File: src/core/ext_regs_pkg.sv
package ext_regs_pkg;

    // =====================================================================
    // Management addressing
    // =====================================================================
    localparam logic [4:0]  DEV_ADDR          = 5'h1E;
    localparam logic [15:0] OFF_IND_POINTER   = 16'h001E;
    localparam logic [15:0] OFF_IND_DATA      = 16'h001F;
    localparam logic [15:0] OFF_ALIGN_POS     = 16'h8003;
    localparam logic [15:0] OFF_ALIGN_NEG     = 16'h8004;
    localparam logic [15:0] OFF_AUTO_CHECK    = 16'h8021;
    localparam logic [15:0] OFF_SW_ON         = 16'h802A;
    localparam logic [15:0] OFF_SW_OFF        = 16'h802B;
    localparam logic [15:0] OFF_SW_FILL       = 16'h802C;

    // =====================================================================
    // Reset values
    // =====================================================================
    localparam logic [15:0] RST_IND_POINTER   = 16'h0000;
    localparam logic [9:0]  RST_ALIGN_POS     = 10'h283;
    localparam logic [9:0]  RST_ALIGN_NEG     = 10'h17C;
    localparam logic [6:0]  RST_AUTO_CHECK    = 7'h0F;
    localparam logic [9:0]  RST_SW_ON         = 10'h2FD;
    localparam logic [9:0]  RST_SW_OFF        = 10'h2FD;
    localparam logic [9:0]  RST_SW_FILL       = 10'h207;

    // =====================================================================
    // Field layout
    // =====================================================================
    localparam int CHAR_W          = 10;
    localparam int CHAN_N          = 2;
    localparam int BIT_PLL_OFF     = 6;
    localparam int BIT_LOS_OFF     = 5;
    localparam int BIT_SYNC_OFF    = 4;
    localparam int BIT_SQUELCH     = 3;
    localparam int AUTO_W          = 7;

    typedef enum logic [1:0] {
        MODE_OTHER   = 2'b00,
        MODE_ONE_GIG = 2'b01,
        MODE_TEN_GIG = 2'b10
    } line_mode_t;

    typedef enum logic [0:0] {
        SW_OFF = 1'b0,
        SW_ON  = 1'b1
    } sw_state_t;

endpackage

File: src/core/ext_access_vendor_ctrl_regs.sv
`timescale 1ns/1ns
// Notes on behaviour
// - Registers answer only at device address 0x1E
// - Pointer register at 0x001E, resets to zero
// - Data window reaches register named by pointer; code does so in Clause 22 access only
// - Vendor registers reachable directly and through window; window works in Clause 22 access only
// - Each channel holds its own register copy
// - Two alignment characters, defaults 283 and 17C
// - Upper bits 15:10 of characters read zero
// - Bit 6 set skips PLL lock check
// - Bit 5 set skips signal loss check
// - Bit 4 set skips sync check
// - Bit 3 flattens recovered clock during signal loss when recovered clock selected
// - Low field resets 111, register reads 0x000F
// - Matching ON pattern turns switch on
// - Matching OFF pattern turns switch off in 1G and 10G
// - Fill character defaults to 207 in 10G
module ext_access_vendor_ctrl_regs (
    // Clock and reset
    input  wire logic                               mclk,
    input  wire logic                               nrst,
    // Management access, one strobe per access
    input  wire logic                               mgmt_req,
    input  wire logic                               mgmt_write,
    input  wire logic                               mgmt_clause22,
    input  wire logic [4:0]                         mgmt_dev,
    input  wire logic [0:0]                         mgmt_chan,
    input  wire logic [15:0]                        mgmt_addr,
    input  wire logic [15:0]                        mgmt_wdata,
    output logic                                    mgmt_ack,
    output logic [15:0]                             mgmt_rdata,
    // Datapath mode per channel
    input  wire logic [ext_regs_pkg::CHAN_N*2-1:0]  line_mode,
    // Health indications per channel (asynchronous)
    input  wire logic [ext_regs_pkg::CHAN_N-1:0]    pll_locked,
    input  wire logic [ext_regs_pkg::CHAN_N-1:0]    line_signal_absent,
    input  wire logic [ext_regs_pkg::CHAN_N-1:0]    sync_ok,
    input  wire logic [ext_regs_pkg::CHAN_N-1:0]    recovered_clk_selected,
    input  wire logic [ext_regs_pkg::CHAN_N-1:0]    recovered_clk,
    // Transmit data switch per channel
    input  wire logic [ext_regs_pkg::CHAN_N*10-1:0] tx_char_in,
    output logic [ext_regs_pkg::CHAN_N*10-1:0]      tx_char_out,
    output logic [ext_regs_pkg::CHAN_N-1:0]         tx_switch_on,
    // Check results, clock output and alignment characters per channel
    output logic [ext_regs_pkg::CHAN_N-1:0]         health_fault,
    output logic [ext_regs_pkg::CHAN_N-1:0]         clock_output_pin,
    output logic [ext_regs_pkg::CHAN_N*10-1:0]      align_char_positive,
    output logic [ext_regs_pkg::CHAN_N*10-1:0]      align_char_negative
);
    import ext_regs_pkg::*;

    // =====================================================================
    // Access decode
    // =====================================================================
    logic        hit;
    logic [15:0] eff_addr;
    logic        to_window;
    logic [15:0] ptr_q [CHAN_N];
    logic [15:0] rd_d;

    assign hit       = mgmt_req && (mgmt_dev == DEV_ADDR);
    assign to_window = mgmt_addr == OFF_IND_DATA;
    // Window redirects to the pointed register; pointer itself is never redirected
    assign eff_addr  = to_window ? ptr_q[mgmt_chan] : mgmt_addr;

    // =====================================================================
    // Per channel registers and datapath
    // =====================================================================
    logic [15:0] rd_chan [CHAN_N];

    genvar c;
    generate
        for (c = 0; c < CHAN_N; c++) begin : g_ch
            logic [9:0]          apos_q;
            logic [9:0]          aneg_q;
            logic [AUTO_W-1:0]   auto_q;
            logic [9:0]          on_q;
            logic [9:0]          off_q;
            logic [9:0]          fill_q;
            logic                wr;
            logic [1:0]          pll_s;
            logic [1:0]          los_s;
            logic [1:0]          syn_s;
            logic [1:0]          sel_s;
            logic [1:0]          clk_s;
            logic [9:0]          ch;
            logic                gig;
            sw_state_t           sw_q;
            logic                clk_flat;

            // Window writes only in Clause 22 mode, direct access otherwise
            assign wr = hit && mgmt_write && (mgmt_chan == 1'(c))
                        && (!to_window || mgmt_clause22);

            always_ff @(posedge mclk or negedge nrst) begin
                if (!nrst) begin
                    ptr_q[c] <= RST_IND_POINTER;
                end else if (wr && mgmt_clause22 && mgmt_addr == OFF_IND_POINTER) begin
                    ptr_q[c] <= mgmt_wdata;
                end
            end

            always_ff @(posedge mclk or negedge nrst) begin
                if (!nrst) begin
                    apos_q <= RST_ALIGN_POS;
                    aneg_q <= RST_ALIGN_NEG;
                    auto_q <= RST_AUTO_CHECK;
                    on_q   <= RST_SW_ON;
                    off_q  <= RST_SW_OFF;
                    fill_q <= RST_SW_FILL;
                end else if (wr) begin
                    case (eff_addr)
                        OFF_ALIGN_POS:  apos_q <= mgmt_wdata[9:0];
                        OFF_ALIGN_NEG:  aneg_q <= mgmt_wdata[9:0];
                        OFF_AUTO_CHECK: auto_q <= mgmt_wdata[AUTO_W-1:0];
                        OFF_SW_ON:      on_q   <= mgmt_wdata[9:0];
                        OFF_SW_OFF:     off_q  <= mgmt_wdata[9:0];
                        OFF_SW_FILL:    fill_q <= mgmt_wdata[9:0];
                        default: begin
                        end
                    endcase
                end
            end

            always_comb begin
                case (eff_addr)
                    OFF_IND_POINTER: rd_chan[c] = ptr_q[c];
                    OFF_ALIGN_POS:   rd_chan[c] = {6'h00, apos_q};
                    OFF_ALIGN_NEG:   rd_chan[c] = {6'h00, aneg_q};
                    OFF_AUTO_CHECK:  rd_chan[c] = {9'h000, auto_q};
                    OFF_SW_ON:       rd_chan[c] = {6'h00, on_q};
                    OFF_SW_OFF:      rd_chan[c] = {6'h00, off_q};
                    OFF_SW_FILL:     rd_chan[c] = {6'h00, fill_q};
                    default:         rd_chan[c] = 16'h0000;
                endcase
            end

            // Health inputs come from other domains
            always_ff @(posedge mclk or negedge nrst) begin
                if (!nrst) begin
                    pll_s <= 2'h0;
                    los_s <= 2'h0;
                    syn_s <= 2'h0;
                    sel_s <= 2'h0;
                    clk_s <= 2'h0;
                end else begin
                    pll_s <= {pll_s[0], pll_locked[c]};
                    los_s <= {los_s[0], line_signal_absent[c]};
                    syn_s <= {syn_s[0], sync_ok[c]};
                    sel_s <= {sel_s[0], recovered_clk_selected[c]};
                    // Recovered clock is foreign too; only slow toggling survives
                    clk_s <= {clk_s[0], recovered_clk[c]};
                end
            end

            always_ff @(posedge mclk or negedge nrst) begin
                if (!nrst) begin
                    health_fault[c] <= 1'b0;
                end else begin
                    health_fault[c] <= (!auto_q[BIT_PLL_OFF] && !pll_s[1])
                                    || (!auto_q[BIT_LOS_OFF] && los_s[1])
                                    || (!auto_q[BIT_SYNC_OFF] && !syn_s[1]);
                end
            end

            // Clock passes two sync flops and a register, so it lags three mclk;
            // a true clock pin would gate at the pad instead
            assign clk_flat = auto_q[BIT_SQUELCH] && sel_s[1] && los_s[1];
            always_ff @(posedge mclk or negedge nrst) begin
                if (!nrst) begin
                    clock_output_pin[c] <= 1'b0;
                end else begin
                    clock_output_pin[c] <= clk_flat ? 1'b0 : clk_s[1];
                end
            end

            assign ch  = tx_char_in[c*10 +: 10];
            assign gig = line_mode[c*2 +: 2] == MODE_ONE_GIG
                      || line_mode[c*2 +: 2] == MODE_TEN_GIG;

            always_ff @(posedge mclk or negedge nrst) begin
                if (!nrst) begin
                    sw_q <= SW_ON;
                end else if (!gig) begin
                    sw_q <= SW_ON;
                end else begin
                    case (sw_q)
                        SW_ON:   if (ch == off_q) sw_q <= SW_OFF;
                        SW_OFF:  if (ch == on_q) sw_q <= SW_ON;
                        default: sw_q <= SW_ON;
                    endcase
                end
            end

            always_ff @(posedge mclk or negedge nrst) begin
                if (!nrst) begin
                    tx_char_out[c*10 +: 10] <= 10'h000;
                    tx_switch_on[c]         <= 1'b1;
                end else begin
                    tx_switch_on[c]         <= sw_q == SW_ON;
                    tx_char_out[c*10 +: 10] <= (sw_q == SW_OFF) ? fill_q : ch;
                end
            end

            always_ff @(posedge mclk or negedge nrst) begin
                if (!nrst) begin
                    align_char_positive[c*10 +: 10] <= RST_ALIGN_POS;
                    align_char_negative[c*10 +: 10] <= RST_ALIGN_NEG;
                end else begin
                    align_char_positive[c*10 +: 10] <= apos_q;
                    align_char_negative[c*10 +: 10] <= aneg_q;
                end
            end
        end
    endgenerate

    // =====================================================================
    // Read answer
    // =====================================================================
    always_comb begin
        rd_d = rd_chan[mgmt_chan];
        if (to_window && !mgmt_clause22) begin
            rd_d = 16'h0000;
        end
    end

    always_ff @(posedge mclk or negedge nrst) begin
        if (!nrst) begin
            mgmt_ack   <= 1'b0;
            mgmt_rdata <= 16'h0000;
        end else begin
            mgmt_ack <= hit;
            if (hit && !mgmt_write) begin
                mgmt_rdata <= rd_d;
            end
        end
    end

    // =====================================================================
    // Checks
    // =====================================================================
    a_ack_follows_hit: assert property (@(posedge mclk) disable iff (!nrst)
        mgmt_req |=> mgmt_ack == $past(mgmt_dev == DEV_ADDR))
        else $error("ack does not follow a decoded request");

    a_ptr_write_lands: assert property (@(posedge mclk) disable iff (!nrst)
        hit && mgmt_write && mgmt_clause22 && mgmt_addr == OFF_IND_POINTER && mgmt_chan == 1'b0
        |=> ptr_q[0] == $past(mgmt_wdata))
        else $error("pointer write does not land");

    a_window_ignored: assert property (@(posedge mclk) disable iff (!nrst)
        hit && !mgmt_write && to_window && !mgmt_clause22 |=> mgmt_rdata == 16'h0000)
        else $error("window read outside clause 22");

    a_char_upper_zero: assert property (@(posedge mclk) disable iff (!nrst)
        hit && !mgmt_write && eff_addr >= OFF_SW_ON && eff_addr <= OFF_SW_FILL
        |=> mgmt_rdata[15:10] == 6'h00)
        else $error("character upper bits not zero");

    a_auto_upper_zero: assert property (@(posedge mclk) disable iff (!nrst)
        hit && !mgmt_write && eff_addr == OFF_AUTO_CHECK |=> mgmt_rdata[15:7] == 9'h000)
        else $error("auto check reserved bits not zero");

    a_fill_when_off: assert property (@(posedge mclk) disable iff (!nrst)
        !tx_switch_on[0] |-> tx_char_out[9:0] == $past(g_ch[0].fill_q))
        else $error("switch off without fill character");

    a_off_on_match: assert property (@(posedge mclk) disable iff (!nrst)
        g_ch[0].gig && g_ch[0].sw_q == SW_ON && g_ch[0].ch == g_ch[0].off_q
        |=> ##1 !tx_switch_on[0])
        else $error("off pattern not honoured");

    a_on_on_match: assert property (@(posedge mclk) disable iff (!nrst)
        g_ch[0].sw_q == SW_OFF && g_ch[0].ch == g_ch[0].on_q |=> ##1 tx_switch_on[0])
        else $error("on pattern not honoured");

    a_clock_flat: assert property (@(posedge mclk) disable iff (!nrst)
        g_ch[0].clk_flat |=> !clock_output_pin[0])
        else $error("clock output not flattened");

    a_los_fault: assert property (@(posedge mclk) disable iff (!nrst)
        !g_ch[0].auto_q[BIT_LOS_OFF] && g_ch[0].los_s[1] |=> health_fault[0])
        else $error("signal loss fault missing");

    a_pll_fault: assert property (@(posedge mclk) disable iff (!nrst)
        !g_ch[0].auto_q[BIT_PLL_OFF] && !g_ch[0].pll_s[1] |=> health_fault[0])
        else $error("pll lock fault missing");

    a_sync_fault: assert property (@(posedge mclk) disable iff (!nrst)
        !g_ch[0].auto_q[BIT_SYNC_OFF] && !g_ch[0].syn_s[1] |=> health_fault[0])
        else $error("sync fault missing");

    a_align_upper_zero: assert property (@(posedge mclk) disable iff (!nrst)
        hit && !mgmt_write && (eff_addr == OFF_ALIGN_POS || eff_addr == OFF_ALIGN_NEG)
        |=> mgmt_rdata[15:10] == 6'h00)
        else $error("alignment upper bits not zero");

    a_window_write_dropped: assert property (@(posedge mclk) disable iff (!nrst)
        hit && mgmt_write && to_window && !mgmt_clause22
        |=> $stable(g_ch[0].auto_q) && $stable(g_ch[1].auto_q))
        else $error("window write outside clause 22 landed");

    a_switch_forced_on: assert property (@(posedge mclk) disable iff (!nrst)
        !g_ch[0].gig |=> ##1 tx_switch_on[0])
        else $error("switch not on outside listed modes");

endmodule

File: config.mk
export PLATFORM = sky130hd
export DESIGN_NAME = ext_access_vendor_ctrl_regs
export DESIGN_NICKNAME = d
export VERILOG_FILES = /design/src/core/ext_regs_pkg.sv /design/src/core/ext_access_vendor_ctrl_regs.sv
export SDC_FILE = /design/constraint.sdc
export NUM_CORES = 1
export LEC_CHECK = 0
export ABC_AREA = 1
export BUFFER_PORTS_ARGS = -buffer_cell sky130_fd_sc_hd__buf_2
export CORE_MARGIN = 3
export CORE_UTILIZATION = 40
export CTS_BUF_LIST = sky130_fd_sc_hd__clkbuf_16
export DETAILED_ROUTE_END_ITERATION = 8
export MAX_ROUTING_LAYER = met4
export SYNTH_ARGS = -nofsm -noshare
export SYNTH_HDL_FRONTEND = slang
export SYNTH_SLANG_ARGS = --single-unit
File: constraint.sdc
create_clock -name mclk -period 4.9 [get_ports mclk]
set_input_delay 0.49 -clock mclk [delete_from_list [all_inputs] [get_ports mclk]]
set_output_delay 0.49 -clock mclk [all_outputs]
set_load 0.01 [all_outputs]
==> results by group <==
Synth
  – Post-Synthesis Cells: 1322
  – Synth Flop Type: dfrtp_1
  – #FFs+latches synth: 251
  – Cell area after synthesis: 0.0114 mm2
  – Netlist cell types: 44
  – Mean post-synth cell area: 8.59 um2
  – Leading area contributor after synthesis: dfrtp_1
  – Syn_nets: 1399
  – Ys async rst share: 100%
  – YS warnings: 0
  – Top cell type's share of synthesized area: 35.0%
  – EDFF count, synth: 0
  – Post-synthesis sequential area ratio: 56.3%
  – Synth top area cells: dfrtp_1 35%, dfstp_2 21%, nand2_1 13%

Floorplan
  – Die H: 174 um
  – CORE AREA: 0.0279 mm2
  – Ports: between 150 and 200
  – Site row count: slightly above 60
  – Die ar.: 0.0304 mm2
  – Starting density of the core: 40.8%
  – Die W: 174 um

Final layout
  – Final core occ: 47.5%
  – Inserted Diodes: 0
  – Share of cells above drive strength 1: 23.2%
  – Finished Layout Cells: 1847
  – Area growth syn-to-layout: 16.5%
  – Final nets: between 1500 and 2000
  – Post-route cell area: 0.0132 mm2

Worst setup path
  – Startpoint types: input port
  – WS Path Type: in2reg
  – FF-to-FF Start: ptr_q[18]
  – CP Data Arrival Time: about 3.5 ns
  – Crit path launch: mgmt_chan
  – CP Max Fanout: 28
  – Required @ worst endpoint: ~5.3 ns
  – R2r setup slk: between 2 and 2.5 ns
  – RR Endpoint: g_ch[0].aneg_q[8]
  – FF-to-FF path depth: 11
  – CP Capture Type: flip-flop

STA
  – Slew HR: 31.9%
  – Max Fclk: 324 MHz
  – Worst setup margin: 1.82 ns
  – Worst-Margin Slew: 1.02 ns
  – Final worst-path cycle share: 62.9%
  – Max-slew violation count: 0
  – Worst Hold Slack: -0.0221 ns
  – Count of final setup violators: 0
  – RSZ-0062 raised after global routing: no
  – Final TNS setup: 0 ns
  – Layout Skew: 0.00888 ns
  – Final hold vios: 2
  – Post-layout min period: just over 3 ns

GRT
  – Initial antenna violation count: 0
  – Vias in the first global route: slightly below 9000
  – Largest net degree at the start of global routing: 141
  – GRT Total Usage: 22.1%
  – GRT overflow: 0
  – First-pass GRT wire length: 51700 um

Placement
  – Port-buffer cells: 159
  – Final RePlAce weighted congestion: between 0.9 and 1
  – Pre-CTS WS: 1.36 ns
  – Placed Instance Area: around 0.012 mm2
  – Placed cell count: 1795
  – Dpl hpwl: 23500 um

Clock tree
  – CTS tree: done
  – # H-tree levels: 1
  – CTS Root Cell: clkbuf_16
  – Worst-path clk slew: roughly 0.06 ns
  – Clock Tree Buf Depth: 3
  – Post_cts resized: 0
  – # Post-CTS Setup Buffers: 0
  – CTS Buf Count: 28
  – Num Clock Sinks: around 250
  – Hold_buf cts: 0
  – Clk_lat worst skew: about 0.53 ns

Flow run
  – Max Cap Viol: 0

Drt
  – Iter 0 DRT Violations: 930
  – Via count: 9326
  – Final wirelength: 33100 um
  – Routed vias/inst: 5.05
  – Post-route ant nets: 0
  – Routed length per instance: 17.9 um
  – # DRC: 0
  – Pre-antenna DRT Iters: 5

Pwr
  – Power Total: 4.31 mW
  – Leak Pwr: 6.34 nW
  – Max VDD drop: about 0.26 mV
  – PwrDens: between 300 and 400 mW/mm2

Worst hold path
  – Hold Path Class: in2async

Status
  – Violated checks: hold timing
  – Status: finished, violations left
-- worst max-delay path by stage --
stage / cells after the start / slack, ns / to
after CTS: 12 / 1.89 / g_ch[1].aneg_q[0]
after floorplan: 13 / 2.80 / g_ch[0].fill_q[7]
final: 12 / 1.82 / g_ch[0].aneg_q[8]
after global placement: 12 / 1.44 / g_ch[0].aneg_q[4]
after global routing: 13 / 1.50 / g_ch[0].aneg_q[0]
after detailed placement: 12 / 1.36 / g_ch[1].aneg_q[0]
-- kinds of logic (layout without fill, tap and decap cells) --
kind of cell,after synthesis,in the layout,share of synthesized area [%]
simple gates,710,710,27.3
flops,251,251,56.3
xor+xnor,26,26,2.01
compound gates,190,190,8.75
buf+inv,145,292,5.66
-- Yosys cell counts (all sizes together), types with 2 or more instances --
library cell / n
and3: 4
nor3b: 2
a211oi: 2
buf: 31
o22ai: 2
nor3: 2
nand3b: 4
a21oi: 2
nor2: 91
nand4: 9
dfrtp: 159
nand2: 416
o21ai: 177
nor4: 4
or2: 12
xor2: 9
clkbuf: 41
dfstp: 92
nand3: 165
inv: 73
xnor2: 17
-- power breakdown --
group | switching, mW | leakage [nW] | internal (mW)
registers | 0.00475 | 3.07 | 2.10
clock network | 0.853 | 0.437 | 1.13
logic | 0.159 | 2.83 | 0.0652
-- placed cells by master (no fill, tap or decap), types with 2 or more instances in the layout --
| cell | n |
|---|---|
| a211oi_1 | 2 |
| and3_1 | 4 |
| buf_2 | 158 |
| buf_4 | 7 |
| clkbuf_16 | 29 |
| clkinv_1 | 8 |
| clkinv_2 | 3 |
| clkinv_4 | 2 |
| clkinvlp_4 | 3 |
| dfrtp_1 | 159 |
| dfstp_2 | 92 |
| inv_1 | 73 |
| inv_2 | 2 |
| inv_8 | 2 |
| nand2_1 | 407 |
| nand2_2 | 8 |
| nand3_1 | 161 |
| nand3_2 | 4 |
| nand3b_1 | 4 |
| nand4_1 | 9 |
| nor2_1 | 78 |
| nor2_2 | 8 |
| nor2_4 | 3 |
| nor2_8 | 2 |
| nor3_1 | 2 |
| nor3b_1 | 2 |
| nor4_1 | 4 |
| o21ai_0 | 131 |
| o21ai_1 | 46 |
| o22ai_1 | 2 |
| or2_2 | 11 |
| xnor2_1 | 17 |
| xor2_1 | 9 |
-- sequential cells by signal, summed over array words and instances (netlist names), 14 cells and up --
signal               flops
align_char_negative     20
align_char_positive     20
g_ch.aneg_q             20
g_ch.apos_q             20
g_ch.auto_q             14
g_ch.fill_q             20
g_ch.off_q              20
g_ch.on_q               20
mgmt_rdata              16
ptr_q                   32
tx_char_out             20
-- area by class of cell --
cell class / instances / area (um2)
clock buffer: 29 / 726
clock inverter: 23 / 158
fill: 2658 / 14600
inverter: 73 / 277
multi-input combinational: 926 / 4320
sequential: 251 / 6400
tap: 378 / 473
timing repair buffer: 167 / 878
-- layer usage --
metal  wire length (um)  GRT usage, %  vias up
met4                711          5.36        0
li1                   -             -     4543
met1              15500          32.3     4403
met5                  0             -        -
met3               2410          3.56       35
met2              14500          32.4      345
-- critical path, stage by stage --
cell and delay (ns):
buf_2 0.43, inv_4 0.23, nand2_1 0.10, o21ai_0 0.13, nand3b_1 0.19, nand2_1 0.11
nand2_1 0.06, nor2_1 0.68, nand3_1 0.22, inv_1 0.12, nand2_1 0.40, o21ai_0 0.32
No activity file was read; power rests on OpenSTA's default activity.
